[src/logic/tcorm_pkg.sv]
package tcorm_pkg;

   localparam int          NUM_CH              = 10;
   localparam logic [15:0] CH_MASK             = 16'h03FF;

   // Holding register addresses as seen on the request port.
   localparam logic [15:0] ADDR_GLOBAL_ERROR   = 16'h9C42;
   localparam logic [15:0] ADDR_OUTPUT_DRIVE   = 16'h9C43;
   localparam logic [15:0] ADDR_CHANNEL_ERROR  = 16'h9C44;
   localparam logic [15:0] ADDR_LOAD_SHORT     = 16'h9C47;
   localparam logic [15:0] ADDR_SUPPLY_MEASURE = 16'h9C49;
   localparam logic [15:0] ADDR_NODE_PARITY    = 16'h9C4A;
   localparam logic [15:0] ADDR_RATE_DELAY     = 16'h9C4B;
   localparam logic [15:0] ADDR_LED_CONTROL    = 16'h9C4C;
   localparam logic [15:0] ADDR_DIAG_ENABLE    = 16'h9C4F;
   localparam logic [15:0] ADDR_SUPPLY_THRESH  = 16'h9C50;
   localparam logic [15:0] ADDR_COMMAND        = 16'h9C58;
   localparam logic [15:0] ADDR_CAPTURE        = 16'h9C59;

   localparam logic [15:0] CMD_MODULE_RESET    = 16'hC1A0;
   localparam logic [15:0] CMD_SWITCH_CAPTURE  = 16'hBDAC;

   // Global error register bit positions, and the supply monitor enable bit of the LED control register.
   localparam int          GE_SHORT_BIT        = 0;
   localparam int          GE_OUTPUT_ERR_BIT   = 3;
   localparam int          GE_SUPPLY_LOW_BIT   = 6;
   localparam int          LED_SUPPLY_MON_BIT  = 1;

   // Field positions inside the two packed configuration words.
   localparam int          HI_MSB              = 15;
   localparam int          HI_LSB              = 8;
   localparam int          LO_MSB              = 7;
   localparam int          LO_LSB              = 0;

   localparam logic [7:0]  NODE_ADDR_RST       = 8'h01;
   localparam logic [7:0]  NODE_ADDR_INVALID   = 8'h00;
   localparam logic [7:0]  PARITY_RST          = 8'h00;
   localparam logic [7:0]  PARITY_NONE         = 8'h00;
   localparam logic [7:0]  REPLY_DELAY_RST     = 8'h00;
   localparam logic [7:0]  SUPPLY_THRESH_RST   = 8'h00;
   localparam logic [15:0] WORD_ZERO           = 16'h0000;

   // Line rate codes.
   localparam logic [7:0]  RATE_4800           = 8'h00;
   localparam logic [7:0]  RATE_9600           = 8'h01;
   localparam logic [7:0]  RATE_19200          = 8'h02;
   localparam logic [7:0]  RATE_38400          = 8'h03;
   localparam logic [7:0]  RATE_57600          = 8'h04;
   localparam logic [7:0]  RATE_115200         = 8'h05;
   localparam logic [7:0]  RATE_1200           = 8'h06;
   localparam logic [7:0]  RATE_2400           = 8'h07;
   localparam logic [7:0]  RATE_RST            = RATE_38400;

endpackage : tcorm_pkg

[src/logic/tcorm_register_bank.sv]
// Behaviour
// - Channel error flag is raised only while its diagnostic enable bit is set.
// - A channel error flag stays set until the master writes zero to it or writes the module reset command.
// - Global output-error bit 3 is high while any channel error flag is one.
// - Global output-error bit clears only once all ten flags are zero, by zero writes or the module reset command.
// - Short register holds one flag per load; any flag forces global bit 0.
// - Address-and-parity bits 15:8 hold node address, valid 1 to 255.
// - Address-and-parity bits 7:0 select parity, zero meaning no parity.
// - Baud-and-delay bits 15:8 encode line rate, codes 0 to 7.
// - Baud-and-delay bits 7:0 set the reply pause, 0 to 255.
// - Writing 0xC1A0 to the command register clears outputs, diagnostic enables, error flags, supply monitor enable and command word, not other settings.
// - Writing 0xBDAC to the command register captures the DIP switches.
// - Capture register bits 7:6 show switches 1 and 2; bits 15:8 unused.
// - Capture register bits 5:0 show switches 3 to 8 after capture.
// - Supply measurement register reports load supply in tenths of a volt.
// - Fault lamp lights on low supply when LED control bit 1 enables it.
// - Output register drives one load per bit 0 to 9; bits 15:10 unused.
// - Diagnostic enable bits 0 to 9 switch error detection per channel.
// - Global error bit 0 reads one when any load is short-circuited.
module tcorm_register_bank
(
   input  wire logic        ref_clk,
   input  wire logic        rst_n,
   input  wire logic        req_valid,
   input  wire logic        req_write,
   input  wire logic [15:0] req_addr,
   input  wire logic [15:0] req_wdata,
   output logic             rsp_valid,
   output logic [15:0]      rsp_rdata,
   output logic             rsp_unmapped,
   input  wire logic [9:0]  channel_fault_pin,
   input  wire logic [9:0]  load_short_pin,
   input  wire logic [7:0]  dip_switch_pin,
   input  wire logic [15:0] supply_sample,
   output logic [9:0]       switched_channels_1_to_10,
   output logic             fault_indicator_lamp,
   output logic [7:0]       node_address,
   output logic [7:0]       parity_select,
   output logic [7:0]       line_rate_code,
   output logic [7:0]       reply_delay,
   output logic             module_reset_pulse
);

   logic [9:0]  fault_meta;
   logic [9:0]  fault_sync;
   logic [9:0]  short_meta;
   logic [9:0]  short_sync;
   logic [7:0]  dip_meta;
   logic [7:0]  dip_sync;
   logic [9:0]  diag_enable;
   logic [9:0]  error_flags;
   logic [9:0]  next_error_flags;
   logic [15:0] supply_measure;
   logic [7:0]  supply_thresh;
   logic        supply_mon_en;
   logic [15:0] command_word;
   logic [7:0]  switch_capture;
   logic        soft_reset;
   logic        wr_en;
   logic        rd_en;
   logic        supply_low;
   logic        any_error;
   logic        any_short;
   logic [15:0] global_error;
   logic [15:0] next_rdata;
   logic        next_unmapped;

   // Packs a ten-channel field into a holding word with the unused bits at zero.
   function automatic logic [15:0] tcorm_chan_word(input logic [9:0] bits);
      tcorm_chan_word = {6'h00, bits};
   endfunction : tcorm_chan_word

   // Tells whether an address belongs to this bank.
   function automatic logic tcorm_mapped(input logic [15:0] addr);
      case (addr)
         tcorm_pkg::ADDR_GLOBAL_ERROR,
         tcorm_pkg::ADDR_OUTPUT_DRIVE,
         tcorm_pkg::ADDR_CHANNEL_ERROR,
         tcorm_pkg::ADDR_LOAD_SHORT,
         tcorm_pkg::ADDR_SUPPLY_MEASURE,
         tcorm_pkg::ADDR_NODE_PARITY,
         tcorm_pkg::ADDR_RATE_DELAY,
         tcorm_pkg::ADDR_LED_CONTROL,
         tcorm_pkg::ADDR_DIAG_ENABLE,
         tcorm_pkg::ADDR_SUPPLY_THRESH,
         tcorm_pkg::ADDR_COMMAND,
         tcorm_pkg::ADDR_CAPTURE: tcorm_mapped = 1'b1;
         default:                 tcorm_mapped = 1'b0;
      endcase
   endfunction : tcorm_mapped

   assign wr_en = req_valid & req_write;
   assign rd_en = req_valid & ~req_write;

   // Detector, short and switch lines come from outside the clock domain.
   always_ff @(posedge ref_clk or negedge rst_n)
   begin
      if (!rst_n)
      begin
         fault_meta <= '0;
         fault_sync <= '0;
         short_meta <= '0;
         short_sync <= '0;
         dip_meta   <= '0;
         dip_sync   <= '0;
      end
      else
      begin
         fault_meta <= channel_fault_pin;
         fault_sync <= fault_meta;
         short_meta <= load_short_pin;
         short_sync <= short_meta;
         dip_meta   <= dip_switch_pin;
         dip_sync   <= dip_meta;
      end
   end

   // The command decode is one cycle behind the write so the pulse leaves a flop.
   always_ff @(posedge ref_clk or negedge rst_n)
   begin
      if (!rst_n)
      begin
         soft_reset         <= 1'b0;
         module_reset_pulse <= 1'b0;
      end
      else
      begin
         soft_reset         <= wr_en && req_addr == tcorm_pkg::ADDR_COMMAND
                               && req_wdata == tcorm_pkg::CMD_MODULE_RESET;
         module_reset_pulse <= wr_en && req_addr == tcorm_pkg::ADDR_COMMAND
                               && req_wdata == tcorm_pkg::CMD_MODULE_RESET;
      end
   end

   always_ff @(posedge ref_clk or negedge rst_n)
   begin
      if (!rst_n)
         switched_channels_1_to_10 <= '0;
      else if (soft_reset)
         switched_channels_1_to_10 <= '0;
      else if (wr_en && req_addr == tcorm_pkg::ADDR_OUTPUT_DRIVE)
         switched_channels_1_to_10 <= req_wdata[9:0];
   end

   always_ff @(posedge ref_clk or negedge rst_n)
   begin
      if (!rst_n)
         diag_enable <= '0;
      else if (soft_reset)
         diag_enable <= '0;
      else if (wr_en && req_addr == tcorm_pkg::ADDR_DIAG_ENABLE)
         diag_enable <= req_wdata[9:0];
   end

   // A detection in the cycle of a zero write survives: the set term wins.
   always_comb
   begin
      next_error_flags = error_flags;
      if (wr_en && req_addr == tcorm_pkg::ADDR_CHANNEL_ERROR)
         next_error_flags = error_flags & req_wdata[9:0];
      next_error_flags = next_error_flags | (diag_enable & (fault_sync | short_sync));
   end

   always_ff @(posedge ref_clk or negedge rst_n)
   begin
      if (!rst_n)
         error_flags <= '0;
      else if (soft_reset)
         error_flags <= '0;
      else
         error_flags <= next_error_flags;
   end

   always_ff @(posedge ref_clk or negedge rst_n)
   begin
      if (!rst_n)
      begin
         node_address  <= tcorm_pkg::NODE_ADDR_RST;
         parity_select <= tcorm_pkg::PARITY_RST;
      end
      else if (wr_en && req_addr == tcorm_pkg::ADDR_NODE_PARITY)
      begin
         // Address zero is refused so the node cannot drop off the bus.
         if (req_wdata[tcorm_pkg::HI_MSB:tcorm_pkg::HI_LSB] != tcorm_pkg::NODE_ADDR_INVALID)
            node_address <= req_wdata[tcorm_pkg::HI_MSB:tcorm_pkg::HI_LSB];
         parity_select <= req_wdata[tcorm_pkg::LO_MSB:tcorm_pkg::LO_LSB];
      end
   end

   always_ff @(posedge ref_clk or negedge rst_n)
   begin
      if (!rst_n)
      begin
         line_rate_code <= tcorm_pkg::RATE_RST;
         reply_delay    <= tcorm_pkg::REPLY_DELAY_RST;
      end
      else if (wr_en && req_addr == tcorm_pkg::ADDR_RATE_DELAY)
      begin
         if (req_wdata[tcorm_pkg::HI_MSB:tcorm_pkg::HI_LSB] <= tcorm_pkg::RATE_2400)
            line_rate_code <= req_wdata[tcorm_pkg::HI_MSB:tcorm_pkg::HI_LSB];
         reply_delay <= req_wdata[tcorm_pkg::LO_MSB:tcorm_pkg::LO_LSB];
      end
   end

   always_ff @(posedge ref_clk or negedge rst_n)
   begin
      if (!rst_n)
      begin
         supply_mon_en <= 1'b0;
         supply_thresh <= tcorm_pkg::SUPPLY_THRESH_RST;
      end
      else if (soft_reset)
         supply_mon_en <= 1'b0;
      else if (wr_en && req_addr == tcorm_pkg::ADDR_LED_CONTROL)
         supply_mon_en <= req_wdata[tcorm_pkg::LED_SUPPLY_MON_BIT];
      else if (wr_en && req_addr == tcorm_pkg::ADDR_SUPPLY_THRESH)
         supply_thresh <= req_wdata[tcorm_pkg::LO_MSB:tcorm_pkg::LO_LSB];
   end

   always_ff @(posedge ref_clk or negedge rst_n)
   begin
      if (!rst_n)
         supply_measure <= tcorm_pkg::WORD_ZERO;
      else
         supply_measure <= supply_sample;
   end

   always_ff @(posedge ref_clk or negedge rst_n)
   begin
      if (!rst_n)
         command_word <= tcorm_pkg::WORD_ZERO;
      else if (soft_reset)
         command_word <= tcorm_pkg::WORD_ZERO;
      else if (wr_en && req_addr == tcorm_pkg::ADDR_COMMAND)
         command_word <= req_wdata;
   end

   // Switches are latched only on command, so a bumped switch never moves the reading.
   always_ff @(posedge ref_clk or negedge rst_n)
   begin
      if (!rst_n)
         switch_capture <= '0;
      else if (wr_en && req_addr == tcorm_pkg::ADDR_COMMAND
               && req_wdata == tcorm_pkg::CMD_SWITCH_CAPTURE)
         switch_capture <= dip_sync;
   end

   assign supply_low = supply_measure < {8'h00, supply_thresh};
   assign any_error  = |error_flags;
   assign any_short  = |short_sync;

   always_comb
   begin
      global_error = tcorm_pkg::WORD_ZERO;
      global_error[tcorm_pkg::GE_SHORT_BIT]      = any_short;
      global_error[tcorm_pkg::GE_OUTPUT_ERR_BIT] = any_error;
      global_error[tcorm_pkg::GE_SUPPLY_LOW_BIT] = supply_mon_en & supply_low;
   end

   // Lamp stays steady; the blink modes of the indicator are not built here.
   always_ff @(posedge ref_clk or negedge rst_n)
   begin
      if (!rst_n)
         fault_indicator_lamp <= 1'b0;
      else
         fault_indicator_lamp <= (supply_mon_en & supply_low) | any_error | any_short;
   end

   always_comb
   begin
      next_rdata    = tcorm_pkg::WORD_ZERO;
      next_unmapped = ~tcorm_mapped(req_addr);
      case (req_addr)
         tcorm_pkg::ADDR_GLOBAL_ERROR:   next_rdata = global_error;
         tcorm_pkg::ADDR_OUTPUT_DRIVE:   next_rdata = tcorm_chan_word(switched_channels_1_to_10);
         tcorm_pkg::ADDR_CHANNEL_ERROR:  next_rdata = tcorm_chan_word(error_flags);
         tcorm_pkg::ADDR_LOAD_SHORT:     next_rdata = tcorm_chan_word(short_sync);
         tcorm_pkg::ADDR_SUPPLY_MEASURE: next_rdata = supply_measure;
         tcorm_pkg::ADDR_NODE_PARITY:    next_rdata = {node_address, parity_select};
         tcorm_pkg::ADDR_RATE_DELAY:     next_rdata = {line_rate_code, reply_delay};
         tcorm_pkg::ADDR_LED_CONTROL:
            next_rdata[tcorm_pkg::LED_SUPPLY_MON_BIT] = supply_mon_en;
         tcorm_pkg::ADDR_DIAG_ENABLE:    next_rdata = tcorm_chan_word(diag_enable);
         tcorm_pkg::ADDR_SUPPLY_THRESH:  next_rdata = {8'h00, supply_thresh};
         tcorm_pkg::ADDR_COMMAND:        next_rdata = command_word;
         tcorm_pkg::ADDR_CAPTURE:        next_rdata = {8'h00, switch_capture};
         default:                        next_rdata = tcorm_pkg::WORD_ZERO;
      endcase
   end

   // Writes are answered too, with read data zero, so the framer sees every request close.
   always_ff @(posedge ref_clk or negedge rst_n)
   begin
      if (!rst_n)
      begin
         rsp_valid    <= 1'b0;
         rsp_rdata    <= tcorm_pkg::WORD_ZERO;
         rsp_unmapped <= 1'b0;
      end
      else
      begin
         rsp_valid    <= req_valid;
         rsp_rdata    <= rd_en ? next_rdata : tcorm_pkg::WORD_ZERO;
         rsp_unmapped <= req_valid & next_unmapped;
      end
   end
endmodule : tcorm_register_bank

[config.mk]
export PLATFORM = sky130hd
export DESIGN_NAME = tcorm_register_bank
export DESIGN_NICKNAME = d
export VERILOG_FILES = /design/src/logic/tcorm_pkg.sv /design/src/logic/tcorm_register_bank.sv
export SDC_FILE = /design/constraint.sdc
export NUM_CORES = 1
export LEC_CHECK = 0
export CORE_MARGIN = 1
export CORE_UTILIZATION = 40
export CTS_CLUSTER_DIAMETER = 100
export DETAILED_ROUTE_END_ITERATION = 6
export DONT_BUFFER_PORTS = 1
export PLACE_DENSITY = 0.6
export SLEW_MARGIN = 20
export SYNTH_ARGS = -nofsm -noshare
export SYNTH_HDL_FRONTEND = slang
export SYNTH_SLANG_ARGS = --single-unit
[constraint.sdc]
create_clock -name ref_clk -period 2.6 [get_ports ref_clk]
set_clock_uncertainty 0.2 [all_clocks]
set_input_delay 0.13 -clock ref_clk [delete_from_list [all_inputs] [get_ports ref_clk]]
set_output_delay 0.13 -clock ref_clk [all_outputs]
set_load 0.005 [all_outputs]
==> impl_metrics.tcl, run 1 <==
set metrics [dict create \
    ys_ff_latch 187 \
    r2r_start "supply_measure[14]" \
    dr.pass1.iters 5 \
    drt_iter0_drc 785 \
    dpl_worst_slack_ps 192 \
    fp.dieH_um 140 \
    numPortBuffers 0 \
    slew_headroom_pct 54.2 \
    criticalPathCategory "input port to flip-flop" \
    ant_nets 0 \
    routed_wirelength_mm 22.4 \
    rsz0062_at_grt "false" \
    coreArea_sq_um 18300 \
    vias_per_cell 5.96 \
    total_power_mw 5.71 \
    setup_ws_ps 91.1 \
    synth.top_cell.area_share_pct 60.8 \
    wire_per_inst_um 23.8 \
    synth-edff-count 0 \
    cap_violations 0 \
    grt_max_degree 188 \
    multi_input_area_sq_um 2710 \
    finalCritPeriodShare_pct 96.5 \
    initial_core_util_pct 41.5 \
    ys_seq_area_share_pct 61.8 \
    ir_drop_mv 0.525 \
    min_path_type "input port to async pin" \
    cts_tree "done" \
    whs_ps -807 \
    cp_data_arrival_time_ps 2680 \
    dieArea_sq_um 19500 \
    status "finished with violations" \
    nets 784 \
    cts_setup_buffers 0 \
    numClockSinks 187 \
    drv_slew 0 \
    worstSetupEndpointType "flip-flop" \
    antenna_found_initial 1 \
    clkTransAtPathRegs_ps 70 \
    use_met2_pct 37.7 \
    path_max_fanout 3 \
    cts_htree_levels 4 \
    grt-busiest-layer "met2" \
    first_global_vias 5783 \
    ys.warnings.count 0 \
    power.density_nw_per_um2 620 \
    drcViolationCount 0 \
    grt_pass1_wl_mm 34.5 \
    crit_start "req_wdata[13]" \
    syn_nets 702 \
    synthTopCellsByArea "dfrtp_1 (61%), mux2_2 (6.2%), nand2_1 (3.4%), a21oi_1 (3.0%), a22oi_1 (3.0%)" \
    dp.cells 837 \
    syn_inst 615 \
    start_kind "input port" \
    met3_usage_pct 7.16 \
    n_fill_cell 1645 \
    synth_area_sq_um 7580 \
    clockBufferDepth 2 \
    fp.dieW_um 140 \
    track_usage_pct 24.2 \
    finalSetupTns_ps 0 \
    core.rowCount 49 \
    grt.overflow.total 0 \
    finalHoldViolCount 187 \
    fmax_mhz 399 \
    holdBufCountCts 70 \
    yosys.area.top_type "dfrtp_1" \
    setup_viol 0 \
    cellLeakagePower_nw 3.82 \
    async_reset_ff_share_pct 100 \
    worstPathRequired_ps 2770 \
    cts_made_buffers 17 \
    period_needed_ps 2510 \
    vias 5602 \
    avgSynthCellArea_sq_um 12.3 \
    violations "hold timing" \
    synthDistinctLibCells 54 \
    worstMarginPinSlew_ps 687 \
    cts-root-buf "clkbuf_16" \
    drive_above_1_share_pct 16.6 \
    dp_hpwl_mm 15.1 \
    ys.flop_type "dfrtp_1" \
    ios 142 \
    worstSkewPairLatency_ps 430 \
    met1_usage_pct 31.1 \
    area_delta_synth_final_pct 21.4 \
    ff_latch_area_sq_um 4680 \
    fin_cells 940 \
    globalplace.congestion 0.932 \
]
-- flip-flops by register name, summed over array words and instances (netlist names), 10 cells and up --
signal,cells
supply_measure,16
fault_sync,10
switched_channels_1_to_10,10
short_meta,10
short_sync,10
error_flags,10
fault_meta,10
command_word,16
diag_enable,10
rsp_rdata,16
-- final cells by class --
type,count,area share [%]
clock buffer,22,5.05
multi-input combinational,381,29.4
antenna,1,0.0272
clock inverter,10,1.16
tap,229,3.11
timing repair buffer,97,9.82
inverter,13,0.530
sequential,187,50.9
-- cells in the final DEF (no fill, tap or decap), types with 3 or more instances in the layout --
| cell type | n |
|---|---|
| dfrtp_1 | 184 |
| dlygate4sd3_1 | 70 |
| nand2_1 | 68 |
| a21oi_1 | 45 |
| mux2_2 | 42 |
| a22oi_1 | 30 |
| buf_4 | 27 |
| nor2_1 | 26 |
| o21ai_0 | 25 |
| clkbuf_16 | 17 |
| inv_1 | 13 |
| a222oi_1 | 13 |
| mux2i_1 | 12 |
| nor4_1 | 9 |
| nand3_1 | 8 |
| a31oi_1 | 8 |
| ha_1 | 7 |
| nor4_2 | 6 |
| nor4_4 | 5 |
| nor3_1 | 5 |
| nand4_1 | 5 |
| nand4bb_1 | 4 |
| nor4bb_1 | 4 |
| a22o_1 | 4 |
| a221oi_1 | 4 |
| and2b_1 | 4 |
| clkinvlp_4 | 4 |
| nand4b_1 | 3 |
| nor3b_1 | 3 |
| a41oi_1 | 3 |
| nand2b_1 | 3 |
| and3_1 | 3 |
| and2_1 | 3 |
| inv_6 | 3 |
| clkbuf_1 | 3 |
| dfstp_2 | 3 |
-- what timing repair did --
item,CTS,global route
resized for setup,0,2
endpoints found under the setup margin,0,1
hold endpoints to repair,339,187
-- cell families after synthesis --
group,Yosys count,synth area share [%]
AO/OA/AOI/OAI,143,12.6
XOR/XNOR,1,0.116
adder cells (fa/ha/maj),7,1.16
buffers and inverters,47,2.74
flip-flops,187,61.8
multiplexers,54,7.83
AND/OR/NAND/NOR,176,13.7
-- worst max-delay path, cell delays in order --
cell,delay [ps]
dlygate4sd3_1,580
or3_1,470
nor2_4,150
nand3_1,90
dlygate4sd3_1,580
nor3_1,110
dlygate4sd3_1,560
-- synth_stat cells, drive strengths merged, types with 13 or more instances --
| cell type | number |
|---|---|
| buf | 19 |
| nor4 | 20 |
| nand2 | 69 |
| a21oi | 45 |
| o21ai | 26 |
| clkbuf | 15 |
| mux2 | 42 |
| a22oi | 30 |
| inv | 13 |
| nor2 | 27 |
| dfrtp | 184 |
| a222oi | 13 |
-- final timing paths --
path / depth (start not counted) / end / slack, ps
min in group ref_clk: 4 / rsp_rdata[6] / 20
max: 7 / soft_reset / 90
max in group asynchronous: 0 / line_rate_code[1] / 2760
max reg2reg: 5 / rsp_rdata[6] / 380
min: 0 / dip_meta[5] / -810
min reg2reg: 0 / dip_sync[5] / 150
-- through the flow --
step	util (%)	area, sq um
after floorplan	-	7580
after global placement	43.3	7920
after detailed placement	43.3	7920
after CTS	50.3	9190
after global routing	50.4	9200
final	50.4	9200
-- layer usage --
layer / part of all wire (%) / up-vias
met5: 0 / -
met4: 3.3 / 0
met3: 8.9 / 40
met2: 47 / 279
met1: 41 / 2857
li1: - / 2426
-- report_power, final --
part / switching (mW) / internal [mW]
Clock: 1.14 / 1.39
Combinational: 0.0820 / 0.0977
Sequential: 0.0320 / 2.97
Power figures use the tool's default switching activity.
==> run 2, diff against run 1 <==
--- a/config.mk
+++ b/config.mk
@@ -10,6 +10,7 @@
 export CTS_CLUSTER_DIAMETER = 100
 export DETAILED_ROUTE_END_ITERATION = 6
 export DONT_BUFFER_PORTS = 1
+export HOLD_SLACK_MARGIN = 0.08
 export PLACE_DENSITY = 0.6
 export SLEW_MARGIN = 20
 export SYNTH_ARGS = -nofsm -noshare
==> run 2 against run 1 <==
The flow still finishes with violations (hold timing). Clock power is essentially flat. Wire length grew 2.1%. Sequential share of layout area down 2.5 points. Via count grew 3.7%. Non-clock buffer count rose by 47. Fmax grew 0.33%. Sequential cell count stayed put. Sequential power barely moved. Die area unchanged. Setup slack improved by 8.4 ps. Critical path type unchanged.
==> impl_metrics.tcl, run 2 (synthesized netlist as in run 1, its figures left out) <==
set metrics [dict create \
    power.density_nw_per_um2 596 \
    crit_start "req_addr[7]" \
    area_delta_synth_final_pct 27.7 \
    worstMarginPinSlew_ps 705 \
    worstSkewPairLatency_ps 430 \
    cts_tree "done" \
    dr.pass1.iters 7 \
    dieArea_sq_um 19500 \
    numPortBuffers 0 \
    p_int_mw 4.50 \
    power_frac_seq_pct 52.0 \
    clock_power_share_pct 43.8 \
    start_kind "input port" \
    vias_per_cell 5.89 \
    cap_violations 0 \
    globalplace.congestion 0.932 \
    cellLeakagePower_nw 4.02 \
    ant_nets 0 \
    period_needed_ps 2500 \
    coreArea_sq_um 18300 \
    core.rowCount 49 \
    cp_common_cell "nor4_4" \
    drive_above_1_share_pct 15.7 \
    drcViolationCount 0 \
    power_frac_comb_pct 4.2 \
    setup_ws_ps 99.5 \
    slew_headroom_pct 53.0 \
    worstSetupEndpointType "flip-flop" \
    r2r_start "supply_measure[14]" \
    n_fill_cell 1603 \
    grt_max_degree 188 \
    numClockSinks 187 \
    critPathSlowestCell "dlygate4sd3_1" \
    dp_hpwl_mm 15.1 \
    rr_worst_depth 5 \
    grt.overflow.total 0 \
    violations "hold timing" \
    ios 142 \
    cp_data_arrival_time_ps 2620 \
    initial_core_util_pct 41.5 \
    setup_viol 0 \
    antenna_found_initial 1 \
    p_sw_share_pct 22.0 \
    biggestRegsByFlops "command_word: 16 flops, rsp_rdata: 16 flops, supply_measure: 16 flops" \
    path_cells "or4b_4 > dlygate4sd3_1 > nor4_4 > nand2_4 > nor4_4 > mux2_2" \
    vias 5811 \
    layout_common_cells "dfrtp_1 (184), dlygate4sd3_1 (117), nand2_1 (68), a21oi_1 (45), mux2_2 (42)" \
    drt_iter0_drc 643 \
    fp.dieH_um 140 \
    min_path_type "input port to async pin" \
    whs_ps -805 \
    track_usage_pct 24.6 \
    fmax_mhz 400 \
    path_max_fanout 8 \
    cts_setup_buffers 0 \
    cts-root-buf "clkbuf_16" \
    holdBufCountCts 117 \
    cts_htree_levels 4 \
    clockBufferDepth 2 \
    status "finished with violations" \
    rsz0062_at_grt "false" \
    total_power_mw 5.76 \
    layout_commonest_cell "dfrtp_1" \
    finalSetupTns_ps 0 \
    drv_slew 0 \
    finalHoldViolCount 187 \
    ir_drop_mv 0.521 \
    p_sw_mw 1.27 \
    wire_per_inst_um 23.2 \
    grt_pass1_wl_mm 35.3 \
    nets 831 \
    finish.utilization_pct 53.0 \
    routed_wirelength_mm 22.9 \
    criticalPathCategory "input port to flip-flop" \
    cts_made_buffers 17 \
    finalCritPeriodShare_pct 96.2 \
    clkTransAtPathRegs_ps 70 \
    dpl_worst_slack_ps 192 \
    first_global_vias 5934 \
    worstPathRequired_ps 2720 \
    fp.dieW_um 140 \
    cpPeakStageDelay_ps 630 \
]
==> run 2: critical path, delay by kind of cell <==
family | cells | cell delay [ps]
simple gates | 4 | 1440
buf+inv | 1 | 630
mux | 1 | 410
==> run 2: final cells by class <==
| cell class | count | area [sq um] | share of cell area, % |
|---|---|---|---|
| well taps | 229 | 287 | 2.96 |
| flip-flops and latches | 187 | 4680 | 48.4 |
| multi-input cells | 381 | 2710 | 28.0 |
| repair buffers | 144 | 1370 | 14.2 |
| clock inverters | 10 | 106 | 1.10 |
| diodes | 1 | 2.50 | 0.0259 |
| clock buffers | 22 | 464 | 4.80 |
| inverters | 13 | 48.8 | 0.504 |
==> run 2: power groups by stage <==
stage / clock [mW] / sequential [mW] / combinational [mW]
2_1_floorplan: 0 / 3.04 / 0.0759
3_3_place_gp: 0 / 3.05 / 0.0645
5_1_grt: 2.70 / 3.00 / 0.257
4_1_cts: 2.58 / 3.00 / 0.235
6_report: 2.52 / 3.00 / 0.242
3_5_place_dp: 0 / 3.05 / 0.0658
==> run 2: worst paths after layout <==
kind | end | slack [ps]
max | line_rate_code[2] | 100
min | dip_meta[5] | -800
max reg2reg | rsp_rdata[6] | 410
min reg2reg | short_sync[1] | 150
max in group asynchronous | fault_sync[0] | 2690
min in group ref_clk | switch_capture[5] | 110
==> run 2: timing repair <==
action | in CTS | in global routing
setup endpoints to repair | 0 | 1
endpoints found under the hold margin | 345 | 187
gates resized for setup | 0 | 3
==> run 2: stage by stage <==
| stage | cell area (sq um) | std cells |
|---|---|---|
| floorplan | 7580 | 615 |
| finish | 9680 | 987 |
| CTS | 9660 | 986 |
| global route | 9680 | 987 |
| detailed placement | 7920 | 837 |
| global placement | 7920 | 837 |
==> run 2: per-layer routing <==
metal / track usage [%] / part of all wire [%]
met1: 31.1 / 41
met2: 38.5 / 47
met3: 7.54 / 8.8
met4: 11.8 / 3.6
met5: 0 / 0
==> run 3, diff against run 2 <==
--- a/config.mk
+++ b/config.mk
@@ -11,7 +11,8 @@
 export DETAILED_ROUTE_END_ITERATION = 6
 export DONT_BUFFER_PORTS = 1
 export HOLD_SLACK_MARGIN = 0.08
-export PLACE_DENSITY = 0.6
+export PLACE_DENSITY_LB_ADDON = 0.25
+export RECOVER_POWER = 50
 export SLEW_MARGIN = 20
 export SYNTH_ARGS = -nofsm -noshare
 export SYNTH_HDL_FRONTEND = slang
==> run 3 against run 2 <==
The run still ends with hold timing left. Global-route usage hardly changed. Via count is 0.15% lower. Critical path depth stayed put. Sequential power hardly changed. Wire length is 1.2% lower. Critical endpoint unchanged. Largest cell class unchanged.
==> impl_metrics.tcl, run 3 (synthesized netlist as in run 1, its figures left out) <==
set metrics [dict create \
    finalSetupTns_ps 0 \
    min_path_type "input port to async pin" \
    fp.dieH_um 140 \
    fmax_mhz 400 \
    fin_cells 983 \
    nets 828 \
    drv_slew 0 \
    path_max_fanout 8 \
    worstSetupEndpointType "flip-flop" \
    violations "hold timing" \
    layout_commonest_cell "dfrtp_1" \
    numPortBuffers 0 \
    r2r_start "supply_thresh[7]" \
    worstSkewPairLatency_ps 430 \
    dp_hpwl_mm 15.1 \
    worstPathRequired_ps 2720 \
    finalInstanceArea_sq_um 9640 \
    period_needed_ps 2500 \
    cts_setup_buffers 0 \
    drcViolationCount 0 \
    coreArea_sq_um 18300 \
    whs_ps -811 \
    start_kind "input port" \
    grt_pass1_wl_mm 35.5 \
    ant_nets 0 \
    setup_viol 0 \
    core.rowCount 49 \
    drive_above_1_share_pct 15.6 \
    grt.overflow.total 0 \
    cts_made_buffers 17 \
    globalplace.congestion 0.927 \
    status "finished with violations" \
    numClockSinks 187 \
    holdBufCountCts 116 \
    rr_endpoint "rsp_rdata[6]" \
    clockBufferDepth 2 \
    cts-root-buf "clkbuf_16" \
    dp.cells 835 \
    rsz0062_at_grt "false" \
    initial_core_util_pct 41.5 \
    placed_area_sq_um 7900 \
    crit_start "req_addr[7]" \
    clkTransAtPathRegs_ps 80 \
    power.density_nw_per_um2 595 \
    criticalPathCategory "input port to flip-flop" \
    dieArea_sq_um 19500 \
    vias 5802 \
    finalCritPeriodShare_pct 96.2 \
    grt_max_degree 188 \
    drt_iter0_drc 671 \
    rr_worst_depth 7 \
    worstSetupEndpoint "line_rate_code[2]" \
    r2r_slack_ps 490 \
    wire_per_inst_um 23.0 \
    antenna_found_initial 0 \
    worstMarginPinSlew_ps 686 \
    biggestRegsByFlops "command_word: 16 flops, rsp_rdata: 16 flops, supply_measure: 16 flops" \
    cp_data_arrival_time_ps 2620 \
    cts_tree "done" \
    area_delta_synth_final_pct 27.2 \
    ctsResizeCount 0 \
    ios 142 \
    ir_drop_mv 0.442 \
    first_global_vias 5989 \
    routed_wirelength_mm 22.6 \
    cts_htree_levels 4 \
    finalHoldViolCount 187 \
    antennaDiodeCount 0 \
    total_power_mw 5.74 \
    slew_headroom_pct 54.2 \
    dr.pass1.iters 5 \
    vias_per_cell 5.90 \
    cellLeakagePower_nw 4.02 \
    fp.dieW_um 140 \
    cap_violations 0 \
    layout_common_cells "dfrtp_1 (184), dlygate4sd3_1 (116), nand2_1 (68), a21oi_1 (45), mux2_2 (42)" \
    track_usage_pct 24.6 \
]
[run 3: cell types whose count changed in the layout (fill, tap and decap cells not counted), sizes merged]
cell         change
bufinv           -1
inv              +5
clkinvlp         -3
buf              -2
dlygate4sd3      -1
clkinv           +2
clkbuf           -3
diode            -1
[run 3: worst min path at each step]
stage	end	slack, ps	cells after the start
after floorplan	command_word[0]	-370	0
after global placement	dip_meta[5]	-360	0
after detailed placement	dip_meta[5]	-360	0
after CTS	dip_meta[5]	-830	0
after global routing	dip_meta[5]	-830	0
final	dip_meta[5]	-810	0
[run 3: critical path, cell delays in order]
cell and delay, ps:
or4b_4 570, dlygate4sd3_1 640, nor4_4 310, nand2_4 100, nor4_4 470, mux2_2 400
[run 3: per-layer routing]
| layer | vias up | share of wire (%) | track usage, % | wire, um |
|---|---|---|---|---|
| met5 | - | 0 | 0 | 0 |
| met4 | 0 | 3.1 | 9.77 | 692 |
| met3 | 47 | 9.3 | 6.47 | 2110 |
| met2 | 302 | 48 | 39.2 | 10800 |
| met1 | 2943 | 40 | 31.9 | 9000 |
| li1 | 2510 | - | - | - |
[run 3: area by class of cell]
type / instances / area, sq um
clock inverter: 13 / 119
inverter: 13 / 48.8
clock buffer: 19 / 453
multi-input combinational: 381 / 2700
sequential: 187 / 4680
fill: 1575 / 8630
timing repair buffer: 141 / 1350
tap: 229 / 287
[run 3: report_power, final]
part           leakage [nW]  switching (mW)  internal [mW]  total, mW
Clock                 0.283            1.18           1.32       2.50
Combinational          1.37          0.0968          0.141      0.238
Sequential             2.36          0.0324           2.97       3.00
Total                  4.02            1.31           4.42       5.74
[run 3: through the flow]
step	util (%)	setup slack, ps
2_1_floorplan	-	406
3_3_place_gp	43.3	245
3_5_place_dp	43.3	225
4_1_cts	52.7	119
5_1_grt	52.7	33.7
6_report	52.7	98.2
